## config.mk

```make
export PLATFORM = sky130hd
export DESIGN_NAME = ppm_pin_mux
export DESIGN_NICKNAME = d
export VERILOG_FILES = /design/src/core/ppm_pkg.sv /design/src/core/ppm_pin_mux.sv
export SDC_FILE = /design/constraint.sdc
export NUM_CORES = 1
export LEC_CHECK = 0
export BUFFER_PORTS_ARGS = -buffer_cell sky130_fd_sc_hd__buf_2
export CORE_MARGIN = 4
export CORE_UTILIZATION = 44
export CTS_CLUSTER_SIZE = 25
export DETAILED_ROUTE_END_ITERATION = 10
export PLACE_DENSITY = 0.8
export SLEW_MARGIN = 20
export SYNTH_ARGS = -nofsm -noshare
export SYNTH_HDL_FRONTEND = slang
export SYNTH_SLANG_ARGS = --single-unit
```

## constraint.sdc

```tcl
create_clock -name sys_clk -period 2.05 [get_ports sys_clk]
set_input_delay 0 -clock sys_clk [delete_from_list [all_inputs] [get_ports sys_clk]]
set_output_delay 0 -clock sys_clk [all_outputs]
set_load 0.005 [all_outputs]
```

## src/core/ppm_pkg.sv

```systemverilog
// Constants, owner codes and configuration carrier for the peripheral pin multiplexer
package ppm_pkg;

    localparam int          PPM_PINS            = 8;
    localparam logic [1:0]  PPM_SLEEP_ACTIVE    = 2'h0;

    // Port 0 priority field codes
    localparam logic [1:0]  PPM_P0PRI_SER_A     = 2'h0;
    localparam logic [1:0]  PPM_P0PRI_SER_B     = 2'h1;
    localparam logic [1:0]  PPM_P0PRI_TMR_OVER_B = 2'h2;
    localparam logic [1:0]  PPM_P0PRI_TMR_OVER_A = 2'h3;

    // Port 1 priority bit positions inside the 4-bit field
    localparam int          PPM_P1PRI_HIGH      = 3;
    localparam int          PPM_P1PRI_SECOND    = 2;
    localparam int          PPM_P1PRI_THIRD     = 1;
    localparam int          PPM_P1PRI_LOW       = 0;

    // Pin masks per peripheral and location; FLOW masks are the RTS/CTS pins
    localparam logic [7:0]  PPM_SER_A_LOC1_PINS = 8'h3c;
    localparam logic [7:0]  PPM_SER_A_LOC1_FLOW = 8'h30;
    localparam logic [7:0]  PPM_SER_A_LOC2_PINS = 8'h3c;
    localparam logic [7:0]  PPM_SER_A_LOC2_FLOW = 8'h0c;
    localparam logic [7:0]  PPM_SER_B_LOC1_PINS = 8'h3c;
    localparam logic [7:0]  PPM_SER_B_LOC1_FLOW = 8'h0c;
    localparam logic [7:0]  PPM_SER_B_LOC2_PINS = 8'hf0;
    localparam logic [7:0]  PPM_SER_B_LOC2_FLOW = 8'h30;
    localparam logic [7:0]  PPM_TMR_A_LOC1_PINS = 8'h1c;
    localparam logic [7:0]  PPM_TMR_A_LOC2_PINS = 8'h07;
    localparam logic [7:0]  PPM_TMR_B_LOC1_PINS = 8'h18;
    localparam logic [7:0]  PPM_TMR_B_LOC2_PINS = 8'hc0;
    localparam logic [7:0]  PPM_SMALL_PKG_ABSENT = 8'hc0;

    localparam int          PPM_DMA_P0_BIT      = 1;
    localparam int          PPM_DMA_P1_BIT      = 3;

    // Candidate indices and precedence orders, first choice in bits 7:6
    localparam logic [1:0]  PPM_IDX_SER_A       = 2'h0;
    localparam logic [1:0]  PPM_IDX_SER_B       = 2'h1;
    localparam logic [1:0]  PPM_IDX_TMR_A       = 2'h2;
    localparam logic [1:0]  PPM_IDX_TMR_B       = 2'h3;
    localparam logic [7:0]  PPM_ORD_A_B_TA_TB   = 8'h1b;
    localparam logic [7:0]  PPM_ORD_B_A_TA_TB   = 8'h4b;
    localparam logic [7:0]  PPM_ORD_TA_B_A_TB   = 8'h93;
    localparam logic [7:0]  PPM_ORD_TA_A_B_TB   = 8'h87;
    localparam logic [7:0]  PPM_ORD_TB_A_B_TA   = 8'hc6;

    typedef enum logic [2:0] {
        PPM_OWN_GPIO,
        PPM_OWN_SER_A,
        PPM_OWN_SER_B,
        PPM_OWN_TMR_A,
        PPM_OWN_TMR_B,
        PPM_OWN_ADC,
        PPM_OWN_NONE
    } ppm_owner_e;

    typedef struct packed {
        logic [1:0] sleep_mode;
        logic [7:0] port0_function_select;
        logic [7:0] port1_function_select;
        logic [7:0] port0_direction;
        logic [7:0] port1_direction;
        logic [7:0] adc_input_enable;
        logic       serial_a_location_bit;
        logic       serial_b_location_bit;
        logic       timer_a_location_bit;
        logic       timer_b_location_bit;
        logic       serial_a_uart;
        logic       serial_a_flow_ctrl;
        logic       serial_b_uart;
        logic       serial_b_flow_ctrl;
        logic [1:0] port0_priority_field;
        logic [3:0] port1_priority;
    } ppm_cfg_s;

endpackage

```

## src/core/ppm_pin_mux.sv

```systemverilog
// Peripheral pin multiplexer with precedence, DMA edge triggers and sleep interrupt gating
// Behaviour
// - Port interrupts blocked unless sleep mode 00
// - Port0 bit1 rising edge fires first trigger
// - Port1 bit3 falling edge fires second trigger
// - Triggers only from input pins with function select 0; ADC enable not checked
// - Function select 1 gives pin to peripheral
// - Location bit picks each serial unit's pins
// - Serial A pins at port0/port1 bits 5:2
// - Serial B pins at port0 5:2, port1 7:4
// - Timer channel pins per location bit
// - ADC inputs on port0; 7,6 absent small
// - Port0 priority 00 favours serial A
// - Port0 priority 01 favours serial B
// - Serial A UART without flow frees port0 5,4, port1 3,2
// - Serial B UART without flow frees port0 3,2, port1 5,4
// - Port1 high,low,second bits 0 favour serial A
// - Freed serial A pins go to others
// - Port1 high,second bits 10 favour serial B
`timescale 1ns/1ps
module ppm_pin_mux
    import ppm_pkg::*;
#(
    parameter bit SMALL_PACKAGE = 1'b0
) (
    input  wire logic                 sys_clk,
    input  wire logic                 rst_b,
    input  wire ppm_cfg_s             cfg,
    input  wire logic [2:0]           port_irq_raw,
    input  wire logic [7:0]           port0_pin_in,
    input  wire logic [7:0]           port1_pin_in,
    output ppm_owner_e [7:0]          port0_owner,
    output ppm_owner_e [7:0]          port1_owner,
    output logic [7:0]                port0_gpio_oe,
    output logic [7:0]                port1_gpio_oe,
    output logic [7:0]                adc_input_connect,
    output logic [2:0]                port_irq,
    output logic                      gpio_dma_trigger_first,
    output logic                      gpio_dma_trigger_second
);

    // Walks a precedence order and returns the first candidate that wants the pin
    function automatic ppm_owner_e ppm_pick(input logic [3:0] req, input logic [7:0] order);
        ppm_owner_e win;
        logic [1:0] idx;
        win = PPM_OWN_NONE;
        for (int k = 3; k >= 0; k--) begin
            idx = order[2*k +: 2];
            if (req[idx] && win == PPM_OWN_NONE) begin
                win = ppm_owner_e'(3'(idx) + 3'h1);
            end
        end
        return win;
    endfunction

    // Pin requests of each peripheral
    logic [7:0] p0_req_a;
    logic [7:0] p0_req_b;
    logic [7:0] p0_req_ta;
    logic [7:0] p1_req_a;
    logic [7:0] p1_req_b;
    logic [7:0] p1_req_ta;
    logic [7:0] p1_req_tb;
    logic [7:0] p0_order;
    logic [7:0] p1_order;
    logic [7:0] absent;

    always_comb begin
        logic a_free;
        logic b_free;
        a_free = cfg.serial_a_uart && !cfg.serial_a_flow_ctrl;
        b_free = cfg.serial_b_uart && !cfg.serial_b_flow_ctrl;
        p0_req_a  = 8'h00;
        p0_req_b  = 8'h00;
        p0_req_ta = 8'h00;
        p1_req_a  = 8'h00;
        p1_req_b  = 8'h00;
        p1_req_ta = 8'h00;
        p1_req_tb = 8'h00;
        if (!cfg.serial_a_location_bit) begin
            p0_req_a = PPM_SER_A_LOC1_PINS & ~(a_free ? PPM_SER_A_LOC1_FLOW : 8'h00);
        end else begin
            p1_req_a = PPM_SER_A_LOC2_PINS & ~(a_free ? PPM_SER_A_LOC2_FLOW : 8'h00);
        end
        if (!cfg.serial_b_location_bit) begin
            p0_req_b = PPM_SER_B_LOC1_PINS & ~(b_free ? PPM_SER_B_LOC1_FLOW : 8'h00);
        end else begin
            p1_req_b = PPM_SER_B_LOC2_PINS & ~(b_free ? PPM_SER_B_LOC2_FLOW : 8'h00);
        end
        if (!cfg.timer_a_location_bit) begin
            p0_req_ta = PPM_TMR_A_LOC1_PINS;
        end else begin
            p1_req_ta = PPM_TMR_A_LOC2_PINS;
        end
        p1_req_tb = cfg.timer_b_location_bit ? PPM_TMR_B_LOC2_PINS : PPM_TMR_B_LOC1_PINS;
    end

    always_comb begin
        case (cfg.port0_priority_field)
            PPM_P0PRI_SER_A:      p0_order = PPM_ORD_A_B_TA_TB;
            PPM_P0PRI_SER_B:      p0_order = PPM_ORD_B_A_TA_TB;
            PPM_P0PRI_TMR_OVER_B: p0_order = PPM_ORD_TA_B_A_TB;
            PPM_P0PRI_TMR_OVER_A: p0_order = PPM_ORD_TA_A_B_TB;
            default:              p0_order = PPM_ORD_A_B_TA_TB;
        endcase
        // Unresolved port 1 combinations fall to this fixed order
        if (cfg.port1_priority[PPM_P1PRI_HIGH] && !cfg.port1_priority[PPM_P1PRI_SECOND]) begin
            p1_order = PPM_ORD_B_A_TA_TB;
        end else if (cfg.port1_priority[PPM_P1PRI_LOW] && !cfg.port1_priority[PPM_P1PRI_THIRD]) begin
            p1_order = PPM_ORD_TA_A_B_TB;
        end else if (cfg.port1_priority[PPM_P1PRI_SECOND]) begin
            // Timer B leads over all, then serial A ahead of serial B and timer A
            p1_order = PPM_ORD_TB_A_B_TA;
        end else begin
            p1_order = PPM_ORD_A_B_TA_TB;
        end
        absent = SMALL_PACKAGE ? PPM_SMALL_PKG_ABSENT : 8'h00;
    end

    // Pin ownership and GPIO drive
    ppm_owner_e [7:0] next_port0_owner;
    ppm_owner_e [7:0] next_port1_owner;
    logic [7:0]       next_port0_gpio_oe;
    logic [7:0]       next_port1_gpio_oe;
    logic [7:0]       next_adc_input_connect;

    always_comb begin
        for (int i = 0; i < PPM_PINS; i++) begin
            if (absent[i]) begin
                next_port0_owner[i] = PPM_OWN_NONE;
            end else if (cfg.adc_input_enable[i]) begin
                next_port0_owner[i] = PPM_OWN_ADC;
            end else if (cfg.port0_function_select[i]) begin
                next_port0_owner[i] = ppm_pick({1'b0, p0_req_ta[i], p0_req_b[i], p0_req_a[i]},
                                               p0_order);
            end else begin
                next_port0_owner[i] = PPM_OWN_GPIO;
            end
            if (cfg.port1_function_select[i]) begin
                next_port1_owner[i] = ppm_pick({p1_req_tb[i], p1_req_ta[i], p1_req_b[i],
                                                p1_req_a[i]}, p1_order);
            end else begin
                next_port1_owner[i] = PPM_OWN_GPIO;
            end
            next_port0_gpio_oe[i] = (next_port0_owner[i] == PPM_OWN_GPIO) && cfg.port0_direction[i];
            next_port1_gpio_oe[i] = (next_port1_owner[i] == PPM_OWN_GPIO) && cfg.port1_direction[i];
        end
        next_adc_input_connect = cfg.adc_input_enable & ~absent;
    end

    always_ff @(posedge sys_clk) begin
        if (!rst_b) begin
            port0_owner       <= '{default: PPM_OWN_GPIO};
            port1_owner       <= '{default: PPM_OWN_GPIO};
            port0_gpio_oe     <= 8'h00;
            port1_gpio_oe     <= 8'h00;
            adc_input_connect <= 8'h00;
        end else begin
            port0_owner       <= next_port0_owner;
            port1_owner       <= next_port1_owner;
            port0_gpio_oe     <= next_port0_gpio_oe;
            port1_gpio_oe     <= next_port1_gpio_oe;
            adc_input_connect <= next_adc_input_connect;
        end
    end

    // DMA edge triggers and interrupt gating
    logic [1:0] sync_meta;
    logic [1:0] sync_pin;
    logic [1:0] sync_last;
    logic [1:0] next_sync_meta;
    logic [1:0] next_sync_pin;
    logic [1:0] next_sync_last;
    logic       first_armed;
    logic       second_armed;
    logic       next_trigger_first;
    logic       next_trigger_second;
    logic [2:0] next_port_irq;

    always_comb begin
        next_sync_meta = {port1_pin_in[PPM_DMA_P1_BIT], port0_pin_in[PPM_DMA_P0_BIT]};
        next_sync_pin  = sync_meta;
        next_sync_last = sync_pin;
        first_armed  = !cfg.port0_function_select[PPM_DMA_P0_BIT]
                       && !cfg.port0_direction[PPM_DMA_P0_BIT];
        second_armed = !cfg.port1_function_select[PPM_DMA_P1_BIT]
                       && !cfg.port1_direction[PPM_DMA_P1_BIT];
        next_trigger_first  = first_armed && sync_pin[0] && !sync_last[0];
        next_trigger_second = second_armed && !sync_pin[1] && sync_last[1];
        // Sleeping blocks all ports; wake-up is left to the power controller
        next_port_irq = (cfg.sleep_mode == PPM_SLEEP_ACTIVE) ? port_irq_raw : 3'h0;
    end

    always_ff @(posedge sys_clk) begin
        if (!rst_b) begin
            // Pins idle high on their pull-ups after reset; starting the detector low
            // would fake a rising edge on the first trigger pin
            sync_meta               <= '1;
            sync_pin                <= '1;
            sync_last               <= '1;
            gpio_dma_trigger_first  <= 1'b0;
            gpio_dma_trigger_second <= 1'b0;
            port_irq                <= 3'h0;
        end else begin
            sync_meta               <= next_sync_meta;
            sync_pin                <= next_sync_pin;
            sync_last               <= next_sync_last;
            gpio_dma_trigger_first  <= next_trigger_first;
            gpio_dma_trigger_second <= next_trigger_second;
            port_irq                <= next_port_irq;
        end
    end
endmodule

```

After elaboration in Yosys (flattened, before gate mapping)
Cells that the tools add are included.
W data, S select, Z words.

storage, ports and cells
  input bits = 77
  output and inout bits = 77
  bits in registers = 83

operators by class
  multiplexer cells = 303
  reduce and logical (&&, ||, !) cells = 103
  bitwise logic cells = 4
  $lt $le $gt $ge = 8
  $add $sub $neg = 8
  equal/unequal tests = 51

operators by type and width
  operator               number
  $mux W3                161
  $eq A3 B3 Y1 const B   48
  $bmux W1 S2            64
  $logic_and A1 B1 Y1    74
  $mux W1                64
  $logic_not A3 Y1       16
  $mux W8                5
  $pmux W8 S4            1
  $mux W6                5
  $add A2 B1 Y3 const B  8
  $lt A2 B3 Y1 const B   8
  $not A4 Y6             2
  $logic_not A1 Y1       10
  $mux W4                2
  $not A6 Y8             1
  $not A6 Y6             1
  $mux W5                1
  $eq A2 B2 Y1 const B   2
  $logic_not A2 Y1       2
  $eq A2 B1 Y1 const B   1
  $reduce_and A2 Y1      1

Depth between registers and ports, before layout
  depth in word-level cells = 27
  mapped depth = 8

Worst setup path after synthesis
Ideal clock, no wire load.

  path type = input -> register
  start = in cfg[3] in the netlist's numbering
  end = reg port1_owner[7] in the netlist's numbering
  path slack = 0.496 ns
  required time = 1.934 ns
  stages = 7
  setup time = 0.116 ns
  arrival = 1.439 ns
  cells stage by stage = or3b_4 -> nand2_4 -> inv_2 -> ha_1 -> nor3b_1 -> o21ai_0 -> and3_1

on the way
  word-level cells in the longest chain between the ends = 18
  elaborated cells between the ends (all ways) = 28
  classes of those cells = 4 x add/sub; 3 x eq/ne; 17 x mux; 4 x reduce/logical

ends and longest elaborated chain
  element                        RTL line            source
  from (decl)                    ppm_pin_mux.sv:28   input wire ppm_cfg_s cfg,
  $logic_and A1 B1 Y1 (*)        ppm_pin_mux.sv:107  if (cfg.port1_priority[PPM_P1PRI_HIGH] && !cfg.port1_priority[PPM_P1PRI_SECOND]) begin
  $mux W8 (*)                    ppm_pin_mux.sv:107
  $bmux W1 S2                    ppm_pin_mux.sv:49   if (req[idx] && win == PPM_OWN_NONE) begin
  $mux W1 (not written as such)  ppm_pin_mux.sv:49
  $mux W3                        ppm_pin_mux.sv:49
  $mux W3                        ppm_pin_mux.sv:139  if (cfg.port1_function_select[i]) begin
  $eq A3 B3 Y1                   ppm_pin_mux.sv:49
  $logic_and A1 B1 Y1            ppm_pin_mux.sv:49
  [... 2 more ...]               -
  $eq A3 B3 Y1                   ppm_pin_mux.sv:49
  $logic_and A1 B1 Y1            ppm_pin_mux.sv:49
  $mux W3                        ppm_pin_mux.sv:49
  $mux W3                        ppm_pin_mux.sv:139
  $eq A3 B3 Y1                   ppm_pin_mux.sv:49
  $logic_and A1 B1 Y1            ppm_pin_mux.sv:49
  $mux W3 (*)                    ppm_pin_mux.sv:49
  $mux W3 (*)                    ppm_pin_mux.sv:139
  to (signal assigned)           ppm_pin_mux.sv:160  port1_owner <= next_port1_owner;
  to (decl)                      ppm_pin_mux.sv:33   output ppm_owner_e [7:0] port1_owner,

Mark *: on every way between the ends. The rest lies on a longest branch, timed or not. The select of a mux whose other input is x is not followed.
A chain may end at the register's enable or synchronous reset.

Final worst setup path
  start = in cfg[18] in the netlist's numbering
  end = reg port0_gpio_oe[4]

on the way
  word-level cells in the longest chain between the ends = 3

ends and longest elaborated chain
  element               RTL line            source
  $mux W3               ppm_pin_mux.sv:131  end else if (cfg.adc_input_enable[i]) begin
  $logic_not A3 Y1      ppm_pin_mux.sv:145  next_port0_gpio_oe[i] = (next_port0_owner[i] == PPM_OWN_GPIO) && cfg.port0_direction[i];
  $logic_and A1 B1 Y1   ppm_pin_mux.sv:145
  to (signal assigned)  ppm_pin_mux.sv:161  port0_gpio_oe <= next_port0_gpio_oe;
  to (decl)             ppm_pin_mux.sv:34   output logic [7:0] port0_gpio_oe,

No other way between the ends.

==> metrics.csv <==
stage;metric;value;unit
run_status;status;complete, no violations;
timing;final setup vio count;0;
die;DIE WIDTH;87.35;µm
synth;Area contributors post-synth;dfxtp_1 57%, and2_1 3.8%, nor4bb_1 3.6%;
cts;H-tree depth;3;
synth;Post-Syn Instances;270;
cts;Setup Fix Bufs, Post-CTS;0;
min_path;Hold Crit Depth;4;
pwr;Peak supply drop;0.0004676;V
synth;Syn Area/Cell;10.26;µm²
worst_setup_path;CP most frequent cell;dlygate4sd3_1;
placement;placed inst area;3520;µm²
die;Die ar.;7629;µm²
worst_setup_path;WS Path Type;input port to flop;
worst_setup_path;Critical Path RT;2.33;ns
worst_setup_path;reg2reg end;gpio_dma_trigger_second;
synth;area share of the largest cell type after synthesis;57.09;%
finish;fraction of layout cells with a size suffix above 1;36.72;%
cts;Worst-path clk slew;0.07;ns
timing;Setup TNS Final;0;ns
detailed_routing;1st-pass router iterations;5;
timing;RSZ-0062 raised after global routing;no;
timing;Max Freq;0.5124;GHz
cts;clk root buf;clkbuf_8;
worst_setup_path;CP Capture Type;flop;
finish;Reg area;1582;µm²
worst_setup_path;Slowest-stage cell, CP;dlygate4sd3_1;
synth;Synth area leader;dfxtp_1;
die;Starting Density;45.97;%
timing;Setup Skew;0.005996;ns
cts;CTS tree;built;
timing;Final Hold Viols;0;
worst_setup_path;Reg2Reg Depth;3;
worst_setup_path;crit path DAT;2.23;ns
synth;synthesized area;2770;µm²
timing;final period utilization;95.20;%
worst_setup_path;Setup crit start kind;input port;
die;Core Region;6026;µm²
timing;Final Slew Violations;0;
worst_setup_path;crit-path max FO;4;
worst_setup_path;worst reg2reg startpoint;next_sync_last[1];
job;max cap viols;0;
detailed_routing;DR iter-0 viols;89;
detailed_routing;via count;2619;
worst_setup_path;CP max stage delay;0.57;ns
pwr;Power Density;751.4;nW/µm²
placement;dpl hpwl;5134;µm
worst_setup_path;crit-path cells;dlygate4sd3_1 > buf_2 > a41oi_2 > nand3_1 > dlygate4sd3_1 > nor3_1 > dlygate4sd3_1;
finish;Final #Nets;537;
timing;fin crit period;1.952;ns
min_path;hold_sp;cfg[26];
timing;final hold slack;0.02272;ns
global_route;initial antenna violation count;0;
finish;Multi-input gate area;1122;µm²
placement;port bufs;139;
global_route;vias in the first global route;2582;
global_route;aggregate global routing overflow;0;
synth;ys async rst share;0;%
global_route;global-route wire length before repair;11750;µm
cts;total CTS buffers;9;
die;number of top-level pins;154;
detailed_routing;Post-DRT Antenna Nets;0;
worst_setup_path;R2R Setup Slk;0.70;ns
global_route;GRT Overall Usage;19.74;%
min_path;worst hold path type;input port to flop;
synth;Synth cell types;51;
global_route;pin count of the biggest net entering global routing;47;
synth;number of flops mapped to enable cells by yosys;0;
finish;# fillers;468;
finish;fin area;4229;µm²
detailed_routing;routed wire length;7525;µm
cts;CTS sink count;79;
finish;Area growth syn-to-layout;52.66;%
detailed_routing;post-DR vias/cell;4.868;
die;chip height;87.35;µm
synth;number of synthesis warnings;0;
cts;Max Root-Sink Buffers;2;
finish;ant diodes;0;
detailed_routing;drt drc;0;
finish;Layout Utilization;70.18;%
synth;register area share after synthesis;57.09;%
die;Core Rows;28;
synth;Synth Register Bits;79;
detailed_routing;wire per inst;13.99;µm
synth;main flop type after synthesis;dfxtp_1;
min_path;WHS Endpoint;port1_gpio_oe[4];
cts;clock latency on the worst-skew pair;0.34;ns
pwr;leakage;0.002097;µW
placement;routability cong.;0.7827;
==> layer usage <==
layer / vias to the layer above / wire length (µm) / GRT usage [%]
li1: 1297 / - / -
met1: 1200 / 3050 / 22.40
met2: 112 / 3801 / 35.89
met3: 10 / 571 / 4.352
met4: 0 / 101 / 7.113
met5: - / 0 / 0
==> registers in the layout (all words and copies together) (netlist names) <==
name / cells
adc_input_connect: 4
gpio_dma_trigger_first: 1
port0_owner: 24
port0_gpio_oe: 8
port1_owner: 24
sync_last: 2
port_irq: 3
gpio_dma_trigger_second: 1
next_sync_last: 2
next_sync_pin: 2
port1_gpio_oe: 8
==> power breakdown <==
part	leakage [µW]	switching [µW]	total [µW]	internal, µW
Sequential	0.000651	16.1	1620	1600
Combinational	0.00135	208	438	230
Clock	0.0000964	528	1120	591
Total	0.00210	752	3180	2430
==> placed cells by master, fill, tap and decap left out, types with 4 or more instances in the layout <==
cell type	n
a21oi_1	15
and2_1	17
and3_1	5
and3b_1	4
buf_2	139
clkbuf_8	10
dfxtp_1	79
dlygate4sd3_1	50
inv_1	4
nand2_1	22
nand2b_1	13
nand3_1	5
nor2_1	17
nor2b_1	11
nor3_1	4
nor4bb_1	10
o21a_1	5
==> how the worst max path moves through the flow <==
stage | endpoint | cells past startpoint | from
after detailed placement | port1_owner[19] | 9 | cfg[3]
after global placement | port1_gpio_oe[4] | 7 | cfg[3]
after CTS | port0_gpio_oe[4] | 7 | cfg[18]
final | port0_gpio_oe[4] | 7 | cfg[18]
after floorplan | port1_owner[7] | 7 | cfg[3]
after global routing | port0_gpio_oe[4] | 7 | cfg[18]
==> timing repair <==
item                                    4_1_cts  5_1_grt
hold endpoints to repair                     66        0
endpoints found under the setup margin        0        3
gates resized for setup                       0        4
hold buffers                                 50        0
==> logic make-up after synthesis <==
family | synth area share [%]
AOI/OAI and AO/OA | 11.11
DFF | 57.09
muxes | 0.3614
xor gates and xnor gates | 0.3162
buffers and inverters | 3.252
and+or+nand+nor | 27.28
other | 0.1354
adders and majority gates | 0.4516
==> final cells by class <==
type | instances | share of cell area, %
Tap cell | 75 | 2.219
Sequential cell | 79 | 37.40
Inverter | 5 | 0.4438
Clock buffer | 12 | 3.432
Clock inverter | 3 | 1.036
Multi-Input combinational cell | 173 | 26.54
Timing Repair Buffer | 191 | 28.93
==> cells in the mapped netlist (2+ instances only) <==
master,instances
nor2b_1,11
clkbuf_1,9
nand2_1,22
nor3b_1,3
nor4bb_1,10
and3_1,5
nand3_1,5
and3b_1,4
inv_1,4
o21ai_0,3
nand2b_1,13
nor2_1,17
nand4_1,2
nor3_1,5
a21oi_1,17
buf_4,5
o21a_1,5
o31ai_1,2
and2_1,17
dfxtp_1,79
o21ai_1,2
==> worst max-delay path, delay by kind of cell <==
family / cells / cell delay, ns
AO/OA/AOI/OAI: 1 / 0.18
buffers and inverters: 4 / 1.81
AND/OR/NAND/NOR: 2 / 0.22
==> through the flow <==
stage                     cells  setup WS (ns)  power (µW)
final                       538        0.09835        3178
after global routing        538       0.004262        3313
after CTS                   538         0.1336        3198
after detailed placement    473         0.3076        2024
after global placement      473         0.3194        2013
after floorplan             271         0.4959        1842
(Power assumes the default switching activity.)
